[src/pkg/timer_and_ext_irq_control_pkg.sv]
// constants for the timer and external interrupt control register block
`default_nettype none
package timer_and_ext_irq_control_pkg;
  localparam logic [7:0]  ctrl_offset    = 8'h88;
  // software-visible byte addresses on the axi4-lite slave
  localparam logic [11:0] addr_ctrl      = {4'h0, ctrl_offset};
  localparam logic [11:0] addr_irq_stat  = 12'h0100;
  localparam logic [11:0] addr_irq_mask  = 12'h0104;
  localparam logic [11:0] addr_service   = 12'h0108;
  // field positions within the control register
  localparam int bit_ext0_edge  = 0;
  localparam int bit_ext0_req   = 1;
  localparam int bit_ext1_edge  = 2;
  localparam int bit_ext1_req   = 3;
  localparam int bit_t0_run     = 4;
  localparam int bit_t0_ovf     = 5;
  localparam int bit_t1_run     = 6;
  localparam int bit_t1_ovf     = 7;
  localparam logic [7:0] ctrl_reset     = 8'h00;
  localparam logic [7:0] mask_reset     = 8'h00;
  localparam logic [1:0] resp_okay      = 2'b00;
  localparam logic [1:0] resp_slverr    = 2'b10;
endpackage : timer_and_ext_irq_control_pkg
`default_nettype wire

[src/rtl/timer_extint_control_reg.sv]
// timer run control, external interrupt sensing and request flags behind axi4-lite
//
// The AXI4-Lite register port was chosen for this implementation.
`default_nettype none
// How it works
// - select bit 0 senses external interrupt by level, 1 by falling edge.
// - each external interrupt raises its own request flag on the selected condition.
// - servicing an external interrupt clears its request flag without software.
// - each timer run bit drives its count enable; zero holds the timer.
// - timer carry sets the overflow flag; servicing the timer interrupt clears it.
module timer_extint_control_reg
  import timer_and_ext_irq_control_pkg::*;
(
  // clock and reset
  input  wire logic        aclk,
  input  wire logic        aresetn,
  // axi4-lite write address
  input  wire logic [11:0] s_axi_awaddr,
  input  wire logic        s_axi_awvalid,
  output logic             s_axi_awready,
  // axi4-lite write data
  input  wire logic [31:0] s_axi_wdata,
  input  wire logic [3:0]  s_axi_wstrb,
  input  wire logic        s_axi_wvalid,
  output logic             s_axi_wready,
  // axi4-lite write response
  output logic [1:0]       s_axi_bresp,
  output logic             s_axi_bvalid,
  input  wire logic        s_axi_bready,
  // axi4-lite read address
  input  wire logic [11:0] s_axi_araddr,
  input  wire logic        s_axi_arvalid,
  output logic             s_axi_arready,
  // axi4-lite read data
  output logic [31:0]      s_axi_rdata,
  output logic [1:0]       s_axi_rresp,
  output logic             s_axi_rvalid,
  input  wire logic        s_axi_rready,
  // external interrupt inputs, active low as on the classic port pins
  input  wire logic        ext_irq0_n,
  input  wire logic        ext_irq1_n,
  // timer carry pulses and service acknowledges from the interrupt controller
  input  wire logic        timer0_carry,
  input  wire logic        timer1_carry,
  input  wire logic [3:0]  service_ack,
  // outputs to the timers and interrupt controller
  output logic             timer0_run,
  output logic             timer1_run,
  output logic [3:0]       irq_request,
  output logic             irq
);

  logic [7:0] ctrl;
  logic [7:0] irq_stat;
  logic [7:0] irq_mask;
  logic       ext0_prev;
  logic       ext1_prev;
  logic       aw_held;
  logic       w_held;
  logic [11:0] aw_addr;
  logic [31:0] w_data;
  logic [3:0]  w_strb;
  logic       do_write;
  logic       wr_ctrl;
  logic       ext0_event;
  logic       ext1_event;
  logic [3:0] svc;
  logic [7:0] hw_set;
  logic       addr_ok;
  // control register fields, one flop each; ext0_rise and ext1_rise are combinational
  logic       ext_irq0_edge_select;
  logic       ext_irq1_edge_select;
  logic       ext_irq0_request;
  logic       ext_irq1_request;
  logic       timer0_overflow_flag;
  logic       timer1_overflow_flag;
  logic       ext0_rise;
  logic       ext1_rise;

  // write channel: address and data are caught separately, in either order
  // no new half is taken while a response is still pending
  assign s_axi_awready = !aw_held && !s_axi_bvalid;
  assign s_axi_wready  = !w_held && !s_axi_bvalid;
  assign do_write      = aw_held && w_held && !s_axi_bvalid;
  assign wr_ctrl       = do_write && aw_addr == addr_ctrl && w_strb[0];

  always_ff @(posedge aclk) begin
    if (!aresetn) begin
      aw_held <= 1'b0;
      aw_addr <= 12'h000;
    end else if (s_axi_awvalid && s_axi_awready) begin
      aw_held <= 1'b1;
      aw_addr <= s_axi_awaddr;
    end else if (do_write) begin
      aw_held <= 1'b0;
    end
  end

  always_ff @(posedge aclk) begin
    if (!aresetn) begin
      w_held <= 1'b0;
      w_data <= 32'h0000_0000;
      w_strb <= 4'h0;
    end else if (s_axi_wvalid && s_axi_wready) begin
      w_held <= 1'b1;
      w_data <= s_axi_wdata;
      w_strb <= s_axi_wstrb;
    end else if (do_write) begin
      w_held <= 1'b0;
    end
  end

  // an unmapped write is answered with an error and changes nothing
  always_comb begin
    unique case (aw_addr)
      addr_ctrl, addr_irq_stat, addr_irq_mask, addr_service: addr_ok = 1'b1;
      default: addr_ok = 1'b0;
    endcase
  end

  always_ff @(posedge aclk) begin
    if (!aresetn) begin
      s_axi_bvalid <= 1'b0;
      s_axi_bresp  <= resp_okay;
    end else if (do_write) begin
      s_axi_bvalid <= 1'b1;
      s_axi_bresp  <= addr_ok ? resp_okay : resp_slverr;
    end else if (s_axi_bready) begin
      s_axi_bvalid <= 1'b0;
    end
  end

  // input sensing: the previous sample gives a one-to-zero edge
  // it resets high, the pins' idle level, so no false edge follows reset
  always_ff @(posedge aclk) begin
    if (!aresetn) begin
      ext0_prev <= 1'b1;
      ext1_prev <= 1'b1;
    end else begin
      ext0_prev <= ext_irq0_n;
      ext1_prev <= ext_irq1_n;
    end
  end

  // level mode follows the pin while low; edge mode latches a falling edge
  assign ext0_event = ctrl[bit_ext0_edge] ? (ext0_prev && !ext_irq0_n)
                                          : !ext_irq0_n;
  assign ext1_event = ctrl[bit_ext1_edge] ? (ext1_prev && !ext_irq1_n)
                                          : !ext_irq1_n;

  // service acknowledges: [0] ext0, [1] timer0, [2] ext1, [3] timer1;
  // software may also pulse them through the service register
  assign svc = service_ack
             | ((do_write && aw_addr == addr_service && w_strb[0]) ? w_data[3:0] : 4'h0);

  // software-owned bits: edge selects and run controls follow every control write
  always_ff @(posedge aclk) begin
    if (!aresetn) begin
      ext_irq0_edge_select <= ctrl_reset[bit_ext0_edge];
      ext_irq1_edge_select <= ctrl_reset[bit_ext1_edge];
      timer0_run           <= ctrl_reset[bit_t0_run];
      timer1_run           <= ctrl_reset[bit_t1_run];
    end else if (wr_ctrl) begin
      ext_irq0_edge_select <= w_data[bit_ext0_edge];
      ext_irq1_edge_select <= w_data[bit_ext1_edge];
      timer0_run           <= w_data[bit_t0_run];
      timer1_run           <= w_data[bit_t1_run];
    end
  end

  // request flags: a new event beats a service clear, which beats a software write,
  // so no request is lost when they meet in one cycle
  always_ff @(posedge aclk) begin
    if (!aresetn) begin
      ext_irq0_request <= ctrl_reset[bit_ext0_req];
    end else if (ext0_event) begin
      ext_irq0_request <= 1'b1;
    end else if (svc[0]) begin
      ext_irq0_request <= 1'b0;
    end else if (wr_ctrl && ext_irq0_edge_select) begin
      ext_irq0_request <= w_data[bit_ext0_req];
    end
  end

  always_ff @(posedge aclk) begin
    if (!aresetn) begin
      ext_irq1_request <= ctrl_reset[bit_ext1_req];
    end else if (ext1_event) begin
      ext_irq1_request <= 1'b1;
    end else if (svc[2]) begin
      ext_irq1_request <= 1'b0;
    end else if (wr_ctrl && ext_irq1_edge_select) begin
      ext_irq1_request <= w_data[bit_ext1_req];
    end
  end

  // overflow flags are hardware owned: a control write leaves them alone
  always_ff @(posedge aclk) begin
    if (!aresetn) begin
      timer0_overflow_flag <= ctrl_reset[bit_t0_ovf];
    end else if (timer0_carry) begin
      timer0_overflow_flag <= 1'b1;
    end else if (svc[1]) begin
      timer0_overflow_flag <= 1'b0;
    end
  end

  always_ff @(posedge aclk) begin
    if (!aresetn) begin
      timer1_overflow_flag <= ctrl_reset[bit_t1_ovf];
    end else if (timer1_carry) begin
      timer1_overflow_flag <= 1'b1;
    end else if (svc[3]) begin
      timer1_overflow_flag <= 1'b0;
    end
  end

  // the register as software sees it
  always_comb begin
    ctrl                = 8'h00;
    ctrl[bit_ext0_edge] = ext_irq0_edge_select;
    ctrl[bit_ext0_req]  = ext_irq0_request;
    ctrl[bit_ext1_edge] = ext_irq1_edge_select;
    ctrl[bit_ext1_req]  = ext_irq1_request;
    ctrl[bit_t0_run]    = timer0_run;
    ctrl[bit_t0_ovf]    = timer0_overflow_flag;
    ctrl[bit_t1_run]    = timer1_run;
    ctrl[bit_t1_ovf]    = timer1_overflow_flag;
  end

  // a request rises on an event or, in edge mode, on a software set that no service clear cancels;
  // a software set acts as a detected request, so it reaches the status as well
  assign ext0_rise = !ext_irq0_request
                   && (ext0_event || (wr_ctrl && ext_irq0_edge_select
                       && w_data[bit_ext0_req] && !svc[0]));
  assign ext1_rise = !ext_irq1_request
                   && (ext1_event || (wr_ctrl && ext_irq1_edge_select
                       && w_data[bit_ext1_req] && !svc[2]));

  // sticky status: each flag assertion also sets its status bit
  always_comb begin
    hw_set               = 8'h00;
    hw_set[bit_ext0_req] = ext0_rise;
    hw_set[bit_ext1_req] = ext1_rise;
    hw_set[bit_t0_ovf]   = timer0_carry;
    hw_set[bit_t1_ovf]   = timer1_carry;
  end

  // a written one clears a status bit, but a set in the same cycle wins
  always_ff @(posedge aclk) begin
    if (!aresetn) begin
      irq_stat <= 8'h00;
    end else if (do_write && aw_addr == addr_irq_stat && w_strb[0]) begin
      irq_stat <= (irq_stat & ~w_data[7:0]) | hw_set;
    end else begin
      irq_stat <= irq_stat | hw_set;
    end
  end

  // the mask gates only irq; flags and status still record every event
  always_ff @(posedge aclk) begin
    if (!aresetn) begin
      irq_mask <= mask_reset;
    end else if (do_write && aw_addr == addr_irq_mask && w_strb[0]) begin
      irq_mask <= w_data[7:0];
    end
  end

  // level interrupt: high while any unmasked status bit is set
  assign irq         = |(irq_stat & irq_mask);
  // order matches service_ack, so each acknowledge clears the flag it names
  assign irq_request = {ctrl[bit_t1_ovf], ctrl[bit_ext1_req],
                        ctrl[bit_t0_ovf], ctrl[bit_ext0_req]};

  // read channel: one cycle after the address is taken
  // reads have no side effect: flags clear only by service or by a write
  assign s_axi_arready = !s_axi_rvalid;

  always_ff @(posedge aclk) begin
    if (!aresetn) begin
      s_axi_rvalid <= 1'b0;
      s_axi_rdata  <= 32'h0000_0000;
      s_axi_rresp  <= resp_okay;
    end else if (s_axi_arvalid && s_axi_arready) begin
      s_axi_rvalid <= 1'b1;
      s_axi_rresp  <= resp_okay;
      unique case (s_axi_araddr)
        addr_ctrl:     s_axi_rdata <= {24'h00_0000, ctrl};
        addr_irq_stat: s_axi_rdata <= {24'h00_0000, irq_stat};
        addr_irq_mask: s_axi_rdata <= {24'h00_0000, irq_mask};
        addr_service:  s_axi_rdata <= 32'h0000_0000;
        default: begin
          s_axi_rdata <= 32'h0000_0000;
          s_axi_rresp <= resp_slverr;
        end
      endcase
    end else if (s_axi_rready) begin
      s_axi_rvalid <= 1'b0;
    end
  end

endmodule : timer_extint_control_reg
`default_nettype wire

[config.mk]
export PLATFORM = sky130hd
export DESIGN_NAME = timer_extint_control_reg
export DESIGN_NICKNAME = d
export VERILOG_FILES = /design/src/pkg/timer_and_ext_irq_control_pkg.sv /design/src/rtl/timer_extint_control_reg.sv
export SDC_FILE = /design/constraint.sdc
export NUM_CORES = 1
export LEC_CHECK = 0
export ABC_CLOCK_PERIOD_IN_PS = 2100
export BUFFER_PORTS_ARGS = -buffer_cell sky130_fd_sc_hd__clkbuf_2
export CORE_UTILIZATION = 43
export CTS_CLUSTER_SIZE = 10
export DETAILED_ROUTE_END_ITERATION = 12
export MAX_ROUTING_LAYER = met4
export PLACE_DENSITY = 0.76
export SLEW_MARGIN = 30
export SYNTH_ARGS = -nofsm -noshare
export SYNTH_HDL_FRONTEND = slang
export SYNTH_SLANG_ARGS = --single-unit
[constraint.sdc]
create_clock -name aclk -period 2.1 [get_ports aclk]
set_clock_uncertainty 0.1 [all_clocks]
set_input_delay 0.42 -clock aclk [delete_from_list [all_inputs] [get_ports aclk]]
set_output_delay 0.42 -clock aclk [all_outputs]
set_load 0.02 [all_outputs]
After elaboration in Yosys (flattened, before gate mapping). Cells that the tools add are included.

Bits of input ports: 75. Register bits: 87. Word-level logic and storage cells: 109.

Bitwise operators: 6. Equality and inequality tests: 8. Multiplexer cells: 25. Reductions and logical operators: 48.

Operator list (number): 12-bit by 9-bit == test with 1-bit output (second input constant) (6); 1-bit logical AND (25); 12-bit by 8-bit == test with 1-bit output (second input constant) (2); 8-bit case mux with 3 select lines (1); 1-bit 2-to-1 mux (20); 8-bit bitwise AND (2); 8-bit bitwise OR (2); 2-bit nonzero test (6); 1-bit logical NOT (10); 8-bit 2-to-1 mux (1); 8-bit NOT (1); 4-bit OR reduction (2); 8-bit OR reduction (1); 3-bit nonzero test (2); 2-bit 2-to-1 mux (2); 4-bit 2-to-1 mux (1); 4-bit bitwise OR (1); 1-bit logical OR (2).

Depth between registers and ports, before layout. Gate-level depths: netlist of the first run.

Depth in word-level cells: 12. Mapped depth: 6. Depth with buffers taken out: 4.

Worst setup path before layout of the first run. Ideal clock, no wire load.

Kind: register to register. Start: register aw_addr[4]. End: register irq_mask[2]. Required time: 1.868 ns. Buffers on the path: 2. Stages on the path, launching flop included: 7. Arrival: 1.774 ns. Library setup time: 0.132 ns. Path slack: 0.093 ns. Period minus slack after synthesis: 2.007 ns. Cells stage by stage: dfxtp_1 > or4_4 > buf_6 > or4_4 > buf_6 > o21ai_1 > a21oi_1.

Cells in the longest elaborated chain, start to end: 3.

RTL lines: start: declaration (line timer_extint_control_reg.sv:60) `logic [11:0] aw_addr;`; start signal: assignment (line timer_extint_control_reg.sv:93) `aw_addr <= s_axi_awaddr;`; 12-bit by 9-bit == test with 1-bit output (line timer_extint_control_reg.sv:264) `end else if (do_write && aw_addr == addr_irq_mask && w_strb[0]) begin`; 1-bit logical AND (2 in a row) (line timer_extint_control_reg.sv:264); end signal: assignment (line timer_extint_control_reg.sv:263) `irq_mask <= mask_reset;`; end signal: assignment (line timer_extint_control_reg.sv:265) `irq_mask <= w_data[7:0];`; end: declaration (line timer_extint_control_reg.sv:55) `logic [7:0] irq_mask;`.

Every way passes these cells. A chain may end at the register's enable or synchronous reset.

Worst setup path after layout of the first run.
Start: register aw_addr[4]. End: register irq_mask[1].

The elaborated chain is that of the path after synthesis.

==> key figures, run 1 <==
Outcome
  • Outcome: completed

Clock tree
  • Cts hold-fix bufs: 0
  • H-tree levels: 3
  • CTS Sinks: 61
  • Clk buf depth: 2
  • CTS Buf Count: 9
  • CTS tree: built
  • Gates resized, CTS repair: 0
  • Post-CTS Setup Bufs: 0
  • Worst-path clk slew: 70 ps
  • Root Driver: clkbuf_8
  • Worst-Skew Late Latency: 330 ps

Synth
  • Top post-synthesis cells by area: dfxtp_1, buf_4, a21oi_1, nand2_1, nand3_1
  • Ys flop type: dfxtp_1
  • Top cell type's share of synthesized area: 0.410
  • Cell count after synthesis: 355
  • Sequential share of the synthesized area: 0.410
  • Cell with the most instances after synthesis: dfxtp_1
  • Number of distinct library cells after synthesis: 49
  • Yosys top cell by area: dfxtp_1
  • Count of flip-flops with a built-in enable after synthesis: 0
  • Post-Synth XOR/XNOR Area: 0
  • Main combinational cell family by area after synthesis: compound AO/OA/AOI/OAI gates
  • Asr flop ratio synth: 0
  • Post-Synth Adder-Cell Area: 0
  • Mean Syn Cell Area: 8.40 sq um
  • Yosys Warn Count: 0
  • Mux cell area share after synthesis: 0
  • Leading post-synthesis cells by instance count: dfxtp_1, nand2_1, a21oi_1, buf_4, nand3_1
  • Seq cells post-synth: 61
  • Synth Area in Compound Gates: 0.239
  • Synthesized area: 2980 sq um
  • Area fraction in and, or, nand and nor cells after synthesis: 0.227

Finish
  • Fillcell total: 625
  • Share of cells above drive strength 1: 0.250
  • Layout Utilization: 0.537
  • Area Overhead vs Synth: 17.6%
  • Nets@finish: 502
  • N_diodes: 0

Critical path
  • Critical Setup Path Class: reg -> reg
  • Crit path arrival time: 2110 ps
  • Startpoint types: flip-flop
  • Reg-to-reg startpoint: aw_addr[4]
  • Crit-path max FO: 12
  • Worst Setup SP: aw_addr[4]
  • Worst Path Required: 2200 ps
  • CP Capture Type: flip-flop

Timing
  • Min Hold Slack: 199 ps
  • Final hold vios: 0
  • Period utilization: 0.957
  • Count of pins over their slew limit: 0
  • Setup TNS after final layout: 0 ps
  • Final Critical Period: 2010 ps
  • Final setup vio count: 0
  • F_max: 0.498 GHz
  • RSZ-0062 raised after global routing: no

Detailed routing
  • Vias/cell: 5.34
  • Post-route DRC: 0
  • DRT Wirelength: 6.90 mm
  • Starting DRT DRC Count: 149
  • DR vias: 2718
  • DR pass1 iterations: 4
  • Routed Antenna Nets: 0
  • WL/cell: 13.5 microns

Power
  • Internal: 1.81 mW
  • Worst VDD drop: 436 uV
  • Flop pwr share: 0.497
  • Clk pwr share: 0.376
  • Sw Share: 0.282
  • Power share of the combinational group: 0.127
  • Switch Pwr: 0.713 mW
  • Lkg Pwr: 1.54 nW
  • Pwr dens: 720 nW/um^2

GRT
  • Antenna violations before repair: 0
  • Largest net degree at the start of global routing: 34
  • Vias in the first global route: 2465
  • GRT overflow: 0
  • First-pass GRT wire length: 11.6 mm
  • Overall Global Routing Usage: 0.208

Die
  • Row count: 29
  • IO Pins: 123
  • Die area: 7270 sq um
  • Die Ht: 85.3 microns
  • Core Area: 6530 sq um
  • Chip width: 85.3 microns
  • Starting Density: 0.457

Hold path
  • Hold_sp: s_axi_awaddr[8]
  • Tightest Hold Check Type: in -> reg

Placement
  • Buffers added on ports: 69
  • Routability cong.: 0.837
  • DP Wirelength: 5.13 mm

Run
  • Max_cap viols: 0
## final timing paths
kind            endpoint  slack (ps)  cells after the start
min           aw_addr[8]         200                      3
min reg2reg   aw_addr[4]         360                      2
max          irq_mask[1]          90                      4
max reg2reg  irq_mask[1]          90                      4
## logic make-up after synthesis
kind of cell	Yosys count
flops	61
compound gates	110
simple gates	121
other cells	1
buf+inv	62
## flip-flops by register name (all words and copies together), names as in the netlist, 8 cells and up
name         count
aw_addr         12
irq_mask         8
irq_stat         8
s_axi_rdata      8
w_data           8
## final cells by class
cell class	instances	area, sq um	area share
Multi-Input combinational cell	257	1490	0.424
Sequential cell	61	1220	0.348
Timing Repair Buffer	82	455	0.130
Clock buffer	11	151	0.0432
Tap cell	77	96.3	0.0275
Inverter	16	60.1	0.0171
Clock inverter	5	35.0	0.00999
## layer usage
layer | GRT usage | share of wire
met1 | 0.261 | 0.47
met2 | 0.323 | 0.45
met3 | 0.0525 | 0.065
met4 | 0.0803 | 0.017
met5 | - | 0
## power by group through the flow
stage | Sequential, mW | Combinational, mW | Clock, mW
5_1_grt | 1.26 | 0.360 | 1.04
4_1_cts | 1.25 | 0.323 | 0.974
3_3_place_gp | 1.28 | 0.314 | 0
3_5_place_dp | 1.28 | 0.321 | 0
6_report | 1.25 | 0.322 | 0.950
2_1_floorplan | 1.27 | 0.264 | 0
## stage by stage
stage                     power [mW]  cell area (sq um)  setup slack, ps  cells
after detailed placement        1.60               3320              108    493
after CTS                       2.55               3510             89.5    509
after global routing            2.66               3510             23.3    509
after global placement          1.59               3320              145    493
final                           2.53               3510             91.2    509
after floorplan                 1.54               3080             93.4    380
## placed cells by master (no fill, tap or decap), drive strengths merged, types with 10 or more instances in the layout
master | synthesis | layout
dfxtp | 61 | 61
nand3 | 21 | 21
o21ai | 16 | 16
a21oi | 43 | 43
inv | 16 | 16
buf | 36 | 13
clkbuf | 10 | 80
conb | 1 | 26
nor2 | 10 | 10
nand2 | 47 | 47
## critical path, stage by stage, from the launching register on
cell and delay (ps):
dfxtp_1 310, or4_4 600, or4_4 600, o21ai_1 180, a21oi_1 90
(Power assumes the default switching activity.)
==> inputs of run 2 (changes only) <==
--- a/config.mk
+++ b/config.mk
@@ -7,11 +7,12 @@
 export LEC_CHECK = 0
 export ABC_CLOCK_PERIOD_IN_PS = 2100
 export BUFFER_PORTS_ARGS = -buffer_cell sky130_fd_sc_hd__clkbuf_2
-export CORE_UTILIZATION = 43
+export CORE_UTILIZATION = 45
+export CTS_BUF_LIST = sky130_fd_sc_hd__clkbuf_2 sky130_fd_sc_hd__clkbuf_4 sky130_fd_sc_hd__clkbuf_8
 export CTS_CLUSTER_SIZE = 10
 export DETAILED_ROUTE_END_ITERATION = 12
 export MAX_ROUTING_LAYER = met4
-export PLACE_DENSITY = 0.76
+export PLACE_DENSITY = 0.79
 export SLEW_MARGIN = 30
 export SYNTH_ARGS = -nofsm -noshare
 export SYNTH_HDL_FRONTEND = slang
==> key figures, run 2 (synthesis gave the netlist of run 1 again) <==
Finish
  • Share of cells above drive strength 1: 0.251 (+0.000580)
  • Top reg by flops: aw_addr
  • Fillcell total: 618 (-1.1%)
  • Commonest non-fill, non-tap cell in the layout: clkbuf_2
  • Most frequent cells in the layout: clkbuf_2, dfxtp_1, nand2_1
  • N_diodes: 0 (unchanged)
  • Cell area after layout: 3560 sq um (+1.5%)
  • Final Non-Filler Cells: 508 (-0.20%)
  • Max reg flops: 12 (unchanged)
  • Nets@finish: 502 (unchanged)
  • Area Overhead vs Synth: 19.3%

Detailed routing
  • DRT Wirelength: 7.18 mm (+4.1%)
  • DR pass1 iterations: 5 (+1)
  • DR vias: 2773 (+2.0%)
  • WL/cell: 14.1 microns (+4.3%)
  • Vias/cell: 5.46 (+2.2%)
  • Routed Antenna Nets: 0 (unchanged)
  • Starting DRT DRC Count: 159 (+6.7%)
  • Post-route DRC: 0 (unchanged)

Die
  • Starting Density: 0.467 (+0.0104)
  • Row count: 29 (unchanged)
  • Chip width: 83.4 microns (-2.2%)
  • Core Area: 6390 sq um (-2.2%)
  • Die Ht: 83.4 microns (-2.2%)
  • Die area: 6960 sq um (-4.3%)
  • IO Pins: 123 (unchanged)

Power
  • Lkg Pwr: 1.58 nW (+2.6%)
  • Internal: 2.17 mW (+20%)
  • Switch Pwr: 0.713 mW (about the same)
  • Pwr dens: 810 nW/um^2 (+12%)
  • Worst VDD drop: 453 uV (+4.0%)
  • Power share of the combinational group: 0.112 (-0.015)
  • Sw Share: 0.248 (-0.0346)
  • Flop pwr share: 0.436 (-0.061)
  • Clk pwr share: 0.452 (+0.076)

Run
  • Max_cap viols: 0 (unchanged)

Critical path
  • Worst Path Required: 2230 ps (+30 ps)
  • Top cell family by delay on the critical path: simple AND/OR/NAND/NOR gates
  • CP Capture Type: flip-flop
  • Startpoint types: flip-flop
  • Cell with the largest stage delay on the worst path: or4_4
  • Worst path max stage delay: 610 ps (about the same)
  • Critical path buffer and inverter count: 0 (unchanged)
  • Critical Setup Path Class: reg -> reg
  • Crit path arrival time: 2150 ps (+40 ps)
  • Most frequent CP cell: or4_4
  • CP cell instances: or4_4 > or4_4 > o21ai_1 > a21oi_1
  • Crit-path max FO: 12 (unchanged)

Clock tree
  • Clk buf depth: 2 (unchanged)
  • CTS Sinks: 61 (unchanged)
  • Worst-path clk slew: 70 ps (about the same)
  • Worst-Skew Late Latency: 340 ps (about the same)
  • Root Driver: clkbuf_8
  • CTS Buf Count: 9 (unchanged)
  • Post-CTS Setup Bufs: 0 (unchanged)
  • CTS tree: built
  • H-tree levels: 3 (unchanged)

Timing
  • Count of pins over their slew limit: 0 (unchanged)
  • Final setup vio count: 0 (unchanged)
  • Period utilization: 0.960 (+0.00341)
  • Worst-Margin Slew: 512 ps
  • Setup TNS after final layout: 0 ps (unchanged)
  • Final hold vios: 0 (unchanged)
  • F_max: 0.496 GHz (-0.36%)
  • Slew headroom: 0.650
  • RSZ-0062 raised after global routing: no
  • Final Critical Period: 2020 ps (+7.16 ps)

GRT
  • Vias in the first global route: 2527 (+2.5%)
  • GRT overflow: 0 (unchanged)
  • Antenna violations before repair: 0 (unchanged)
  • Overall Global Routing Usage: 0.223 (+0.0146)
  • GR Util met3: 0.0378 (-0.0148)
  • M2 GR Usage: 0.352 (+0.0284)
  • Largest net degree at the start of global routing: 30 (-12%)
  • First-pass GRT wire length: 12.0 mm (+3.9%)
  • Most Crowded Layer GR: met2
  • Met1 Use GR: 0.281 (+0.0195)

Outcome
  • Outcome: completed

Placement
  • Placed insts: 493 (unchanged)
  • Routability cong.: 0.845 (+0.97%)
  • Buffers added on ports: 69 (unchanged)
  • Placed Area: 3310 sq um (-0.38%)
  • DP Wirelength: 5.10 mm (-0.63%)

Hold path
  • Tightest Hold Check Type: in -> reg
## run 2: routing by layer
metal | routed length, microns | share of wire
met5 | 0 | 0
met4 | 112 | 0.016
met3 | 456 | 0.064
met2 | 3340 | 0.47
met1 | 3270 | 0.46
## run 2: final cells by class
class,count,area (sq um),share of cell area
Multi-Input combinational cell,257,1490,0.419
Clock buffer,11,151,0.0426
Tap cell,77,96.3,0.0271
Timing Repair Buffer,82,443,0.125
Inverter,16,60.1,0.0169
Clock inverter,4,95.1,0.0267
Sequential cell,61,1220,0.343
## run 2: worst register-to-register path, stage by stage, from the launching register on
cell,delay (ps)
dfxtp_1,320
or4_4,600
or4_4,610
o21ai_1,190
a21oi_1,100
## run 2: what timing repair did
item                       in CTS  in global routing
setup endpoints to repair       0                  1
resized for setup               0                  1
hold buffers                    0                  0
## run 2: path summary, 6_finish.rpt
check,startpoint,to,slack (ps),cells past startpoint
max,aw_addr[4],irq_mask[3],80,4
min,s_axi_awaddr[5],aw_addr[5],190,3
max reg2reg,aw_addr[4],irq_mask[3],80,4
min reg2reg,aw_addr[5],aw_addr[5],360,2
## run 2: power by group through the flow
| stage | sequential (mW) | clock (mW) | combinational [mW] |
|---|---|---|---|
| after detailed placement | 1.28 | 0 | 0.321 |
| after global placement | 1.28 | 0 | 0.313 |
| final | 1.26 | 1.30 | 0.323 |
| after global routing | 1.26 | 1.37 | 0.361 |
| after CTS | 1.25 | 1.32 | 0.324 |
| after floorplan | 1.27 | 0 | 0.264 |
## run 2: metrics by stage
stage / hold WS, ps / util / total power [mW] / setup WS (ps)
floorplan: 331 / - / 1.54 / 93.4
global route: 200 / 0.557 / 2.99 / 22.6
finish: 194 / 0.557 / 2.88 / 84.0
detailed placement: 352 / 0.518 / 1.60 / 116
global placement: 346 / 0.518 / 1.59 / 139
CTS: 183 / 0.556 / 2.90 / 102
==> inputs of run 3 (changes only) <==
--- a/config.mk
+++ b/config.mk
@@ -12,7 +12,7 @@
 export CTS_CLUSTER_SIZE = 10
 export DETAILED_ROUTE_END_ITERATION = 12
 export MAX_ROUTING_LAYER = met4
-export PLACE_DENSITY = 0.79
+export PLACE_DENSITY = 0.81
 export SLEW_MARGIN = 30
 export SYNTH_ARGS = -nofsm -noshare
 export SYNTH_HDL_FRONTEND = slang
==> key figures, run 3 (synthesis gave the netlist of run 1 again) <==
Detailed routing
  • DR vias: 2701 (-2.6%)
  • DRT Wirelength: 6.74 mm (-6.1%)
  • Routed Antenna Nets: 0 (unchanged)
  • DR pass1 iterations: 4 (-1)
  • Starting DRT DRC Count: 128 (-19%)
  • Post-route DRC: 0 (unchanged)
  • Vias/cell: 5.34 (-2.2%)
  • WL/cell: 13.3 microns (-5.7%)

Finish
  • Area Overhead vs Synth: 18.8%
  • N_diodes: 0 (unchanged)
  • Multi-input gate area: 1490 sq um (-0.25%)
  • Register area: 1220 sq um (unchanged)
  • Fillcell total: 598 (-3.2%)
  • Layout Utilization: 0.554 (-0.00255)
  • Max reg flops: 12 (unchanged)
  • Top reg by flops: aw_addr
  • Nets@finish: 499 (-0.60%)
  • Commonest non-fill, non-tap cell in the layout: clkbuf_2
  • Final Non-Filler Cells: 506 (-0.39%)
  • Most frequent cells in the layout: clkbuf_2, dfxtp_1, nand2_1
  • Share of cells above drive strength 1: 0.245 (-0.00582)

Clock tree
  • Root Driver: clkbuf_8
  • Cts hold-fix bufs: 0 (unchanged)
  • Worst-path clk slew: 70 ps (about the same)
  • CTS Sinks: 61 (unchanged)
  • Post-CTS Setup Bufs: 0 (unchanged)
  • CTS Buf Count: 9 (unchanged)
  • CTS tree: built
  • Clk buf depth: 2 (unchanged)
  • Worst-Skew Late Latency: 340 ps (about the same)
  • Gates resized, CTS repair: 0 (unchanged)
  • H-tree levels: 3 (unchanged)

GRT
  • Vias in the first global route: 2487 (-1.6%)
  • Antenna violations before repair: 0 (unchanged)
  • Largest net degree at the start of global routing: 28 (-6.7%)
  • Overall Global Routing Usage: 0.211 (-0.0117)
  • GRT overflow: 0 (unchanged)
  • First-pass GRT wire length: 11.4 mm (-5.3%)

Critical path
  • Reg-to-reg endpoint: irq_mask[7]
  • CP Capture Type: flip-flop
  • Critical Setup Path Class: reg -> reg
  • Reg-to-reg startpoint: aw_addr[4]
  • Startpoint types: flip-flop
  • Crit-path max FO: 12 (unchanged)
  • R2r setup slk: 80 ps (about the same)
  • Crit path arrival time: 2140 ps (about the same)
  • Worst Path Required: 2220 ps (about the same)
  • Worst-case reg-to-reg path depth: 4 (unchanged)

Placement
  • DP Wirelength: 4.95 mm (-2.9%)
  • Placed insts: 490 (-0.61%)
  • Buffers added on ports: 69 (unchanged)
  • Routability cong.: 0.779 (-7.9%)

Die
  • Chip width: 83.4 microns (unchanged)
  • Core Area: 6390 sq um (unchanged)
  • Row count: 29 (unchanged)
  • IO Pins: 123 (unchanged)
  • Starting Density: 0.467 (unchanged)
  • Die Ht: 83.4 microns (unchanged)
  • Die area: 6960 sq um (unchanged)

Timing
  • RSZ-0062 raised after global routing: no
  • Count of pins over their slew limit: 0 (unchanged)
  • Setup TNS after final layout: 0 ps (unchanged)
  • F_max: 0.495 GHz (-0.20%)
  • Final Critical Period: 2020 ps (+4.06 ps)
  • Final setup vio count: 0 (unchanged)
  • Final hold vios: 0 (unchanged)
  • Period utilization: 0.962 (+0.00194)

Power
  • Pwr dens: 797 nW/um^2 (-1.6%)
  • Worst VDD drop: 537 uV (+18%)
  • Lkg Pwr: 1.57 nW (-0.76%)
  • Total power: 2.82 mW (-2.1%)

Hold path
  • Hold path depth: 3 (unchanged)
  • Hold Path End: w_strb[0]
  • Tightest Hold Check Type: in -> reg
  • Hold_sp: s_axi_wstrb[0]

Outcome
  • Outcome: completed

Run
  • Max_cap viols: 0 (unchanged)
-- run 3: cell count changes in the layout (fill, tap and decap cells not counted) --
| cell | before | now |
|---|---|---|
| buf_12 | 0 | 1 |
| buf_4 | 13 | 9 |
| bufinv_16 | 3 | 2 |
| clkbuf_8 | 11 | 13 |
| o21ai_1 | 11 | 12 |
| o21ai_2 | 1 | 0 |
-- run 3: metrics by stage --
step	instance area (sq um)	setup slack, ps	hold WS (ps)
after floorplan	3080	93.4	331
after global placement	3300	127	344
after detailed placement	3300	86.4	349
after CTS	3540	71.0	177
after global routing	3540	36.5	184
final	3540	80.0	192
-- run 3: worst max-delay path by stage --
stage,start,to,slack (ps),cells past startpoint
after floorplan,aw_addr[4],irq_mask[2],90,6
after global placement,s_axi_araddr[8],s_axi_rdata[7],130,6
after detailed placement,s_axi_araddr[8],s_axi_rdata[7],90,6
after CTS,aw_addr[4],irq_mask[7],70,4
after global routing,aw_addr[4],ext_irq1_edge_select,40,4
final,aw_addr[4],irq_mask[7],80,4
-- run 3: layout make-up --
cell class / count / area share
clock buffer: 13 / 0.0505
multi-input combinational: 257 / 0.420
clock inverter: 3 / 0.0184
sequential: 61 / 0.345
inverter: 16 / 0.0170
timing repair buffer: 79 / 0.122
tap: 77 / 0.0272
-- run 3: power breakdown --
group | total [mW] | leakage (nW) | switching [mW] | internal (mW)
registers | 1.26 | 0.499 | 0.0491 | 1.21
logic | 0.316 | 0.948 | 0.203 | 0.113
clock network | 1.25 | 0.126 | 0.454 | 0.796
-- run 3: worst max-delay path, stage by stage, from the launching register on --
cell     delay, ps
dfxtp_1        310
or4_4          600
or4_4          600
o21ai_1        200
a21oi_1         90
-- run 3: routing by layer --
metal  part of all wire  wire length, microns  global-route usage
met3              0.062                   415              0.0726
met5                  0                     0                   -
met2               0.48                  3210               0.336
met4              0.010                    68              0.0674
met1               0.45                  3050               0.251
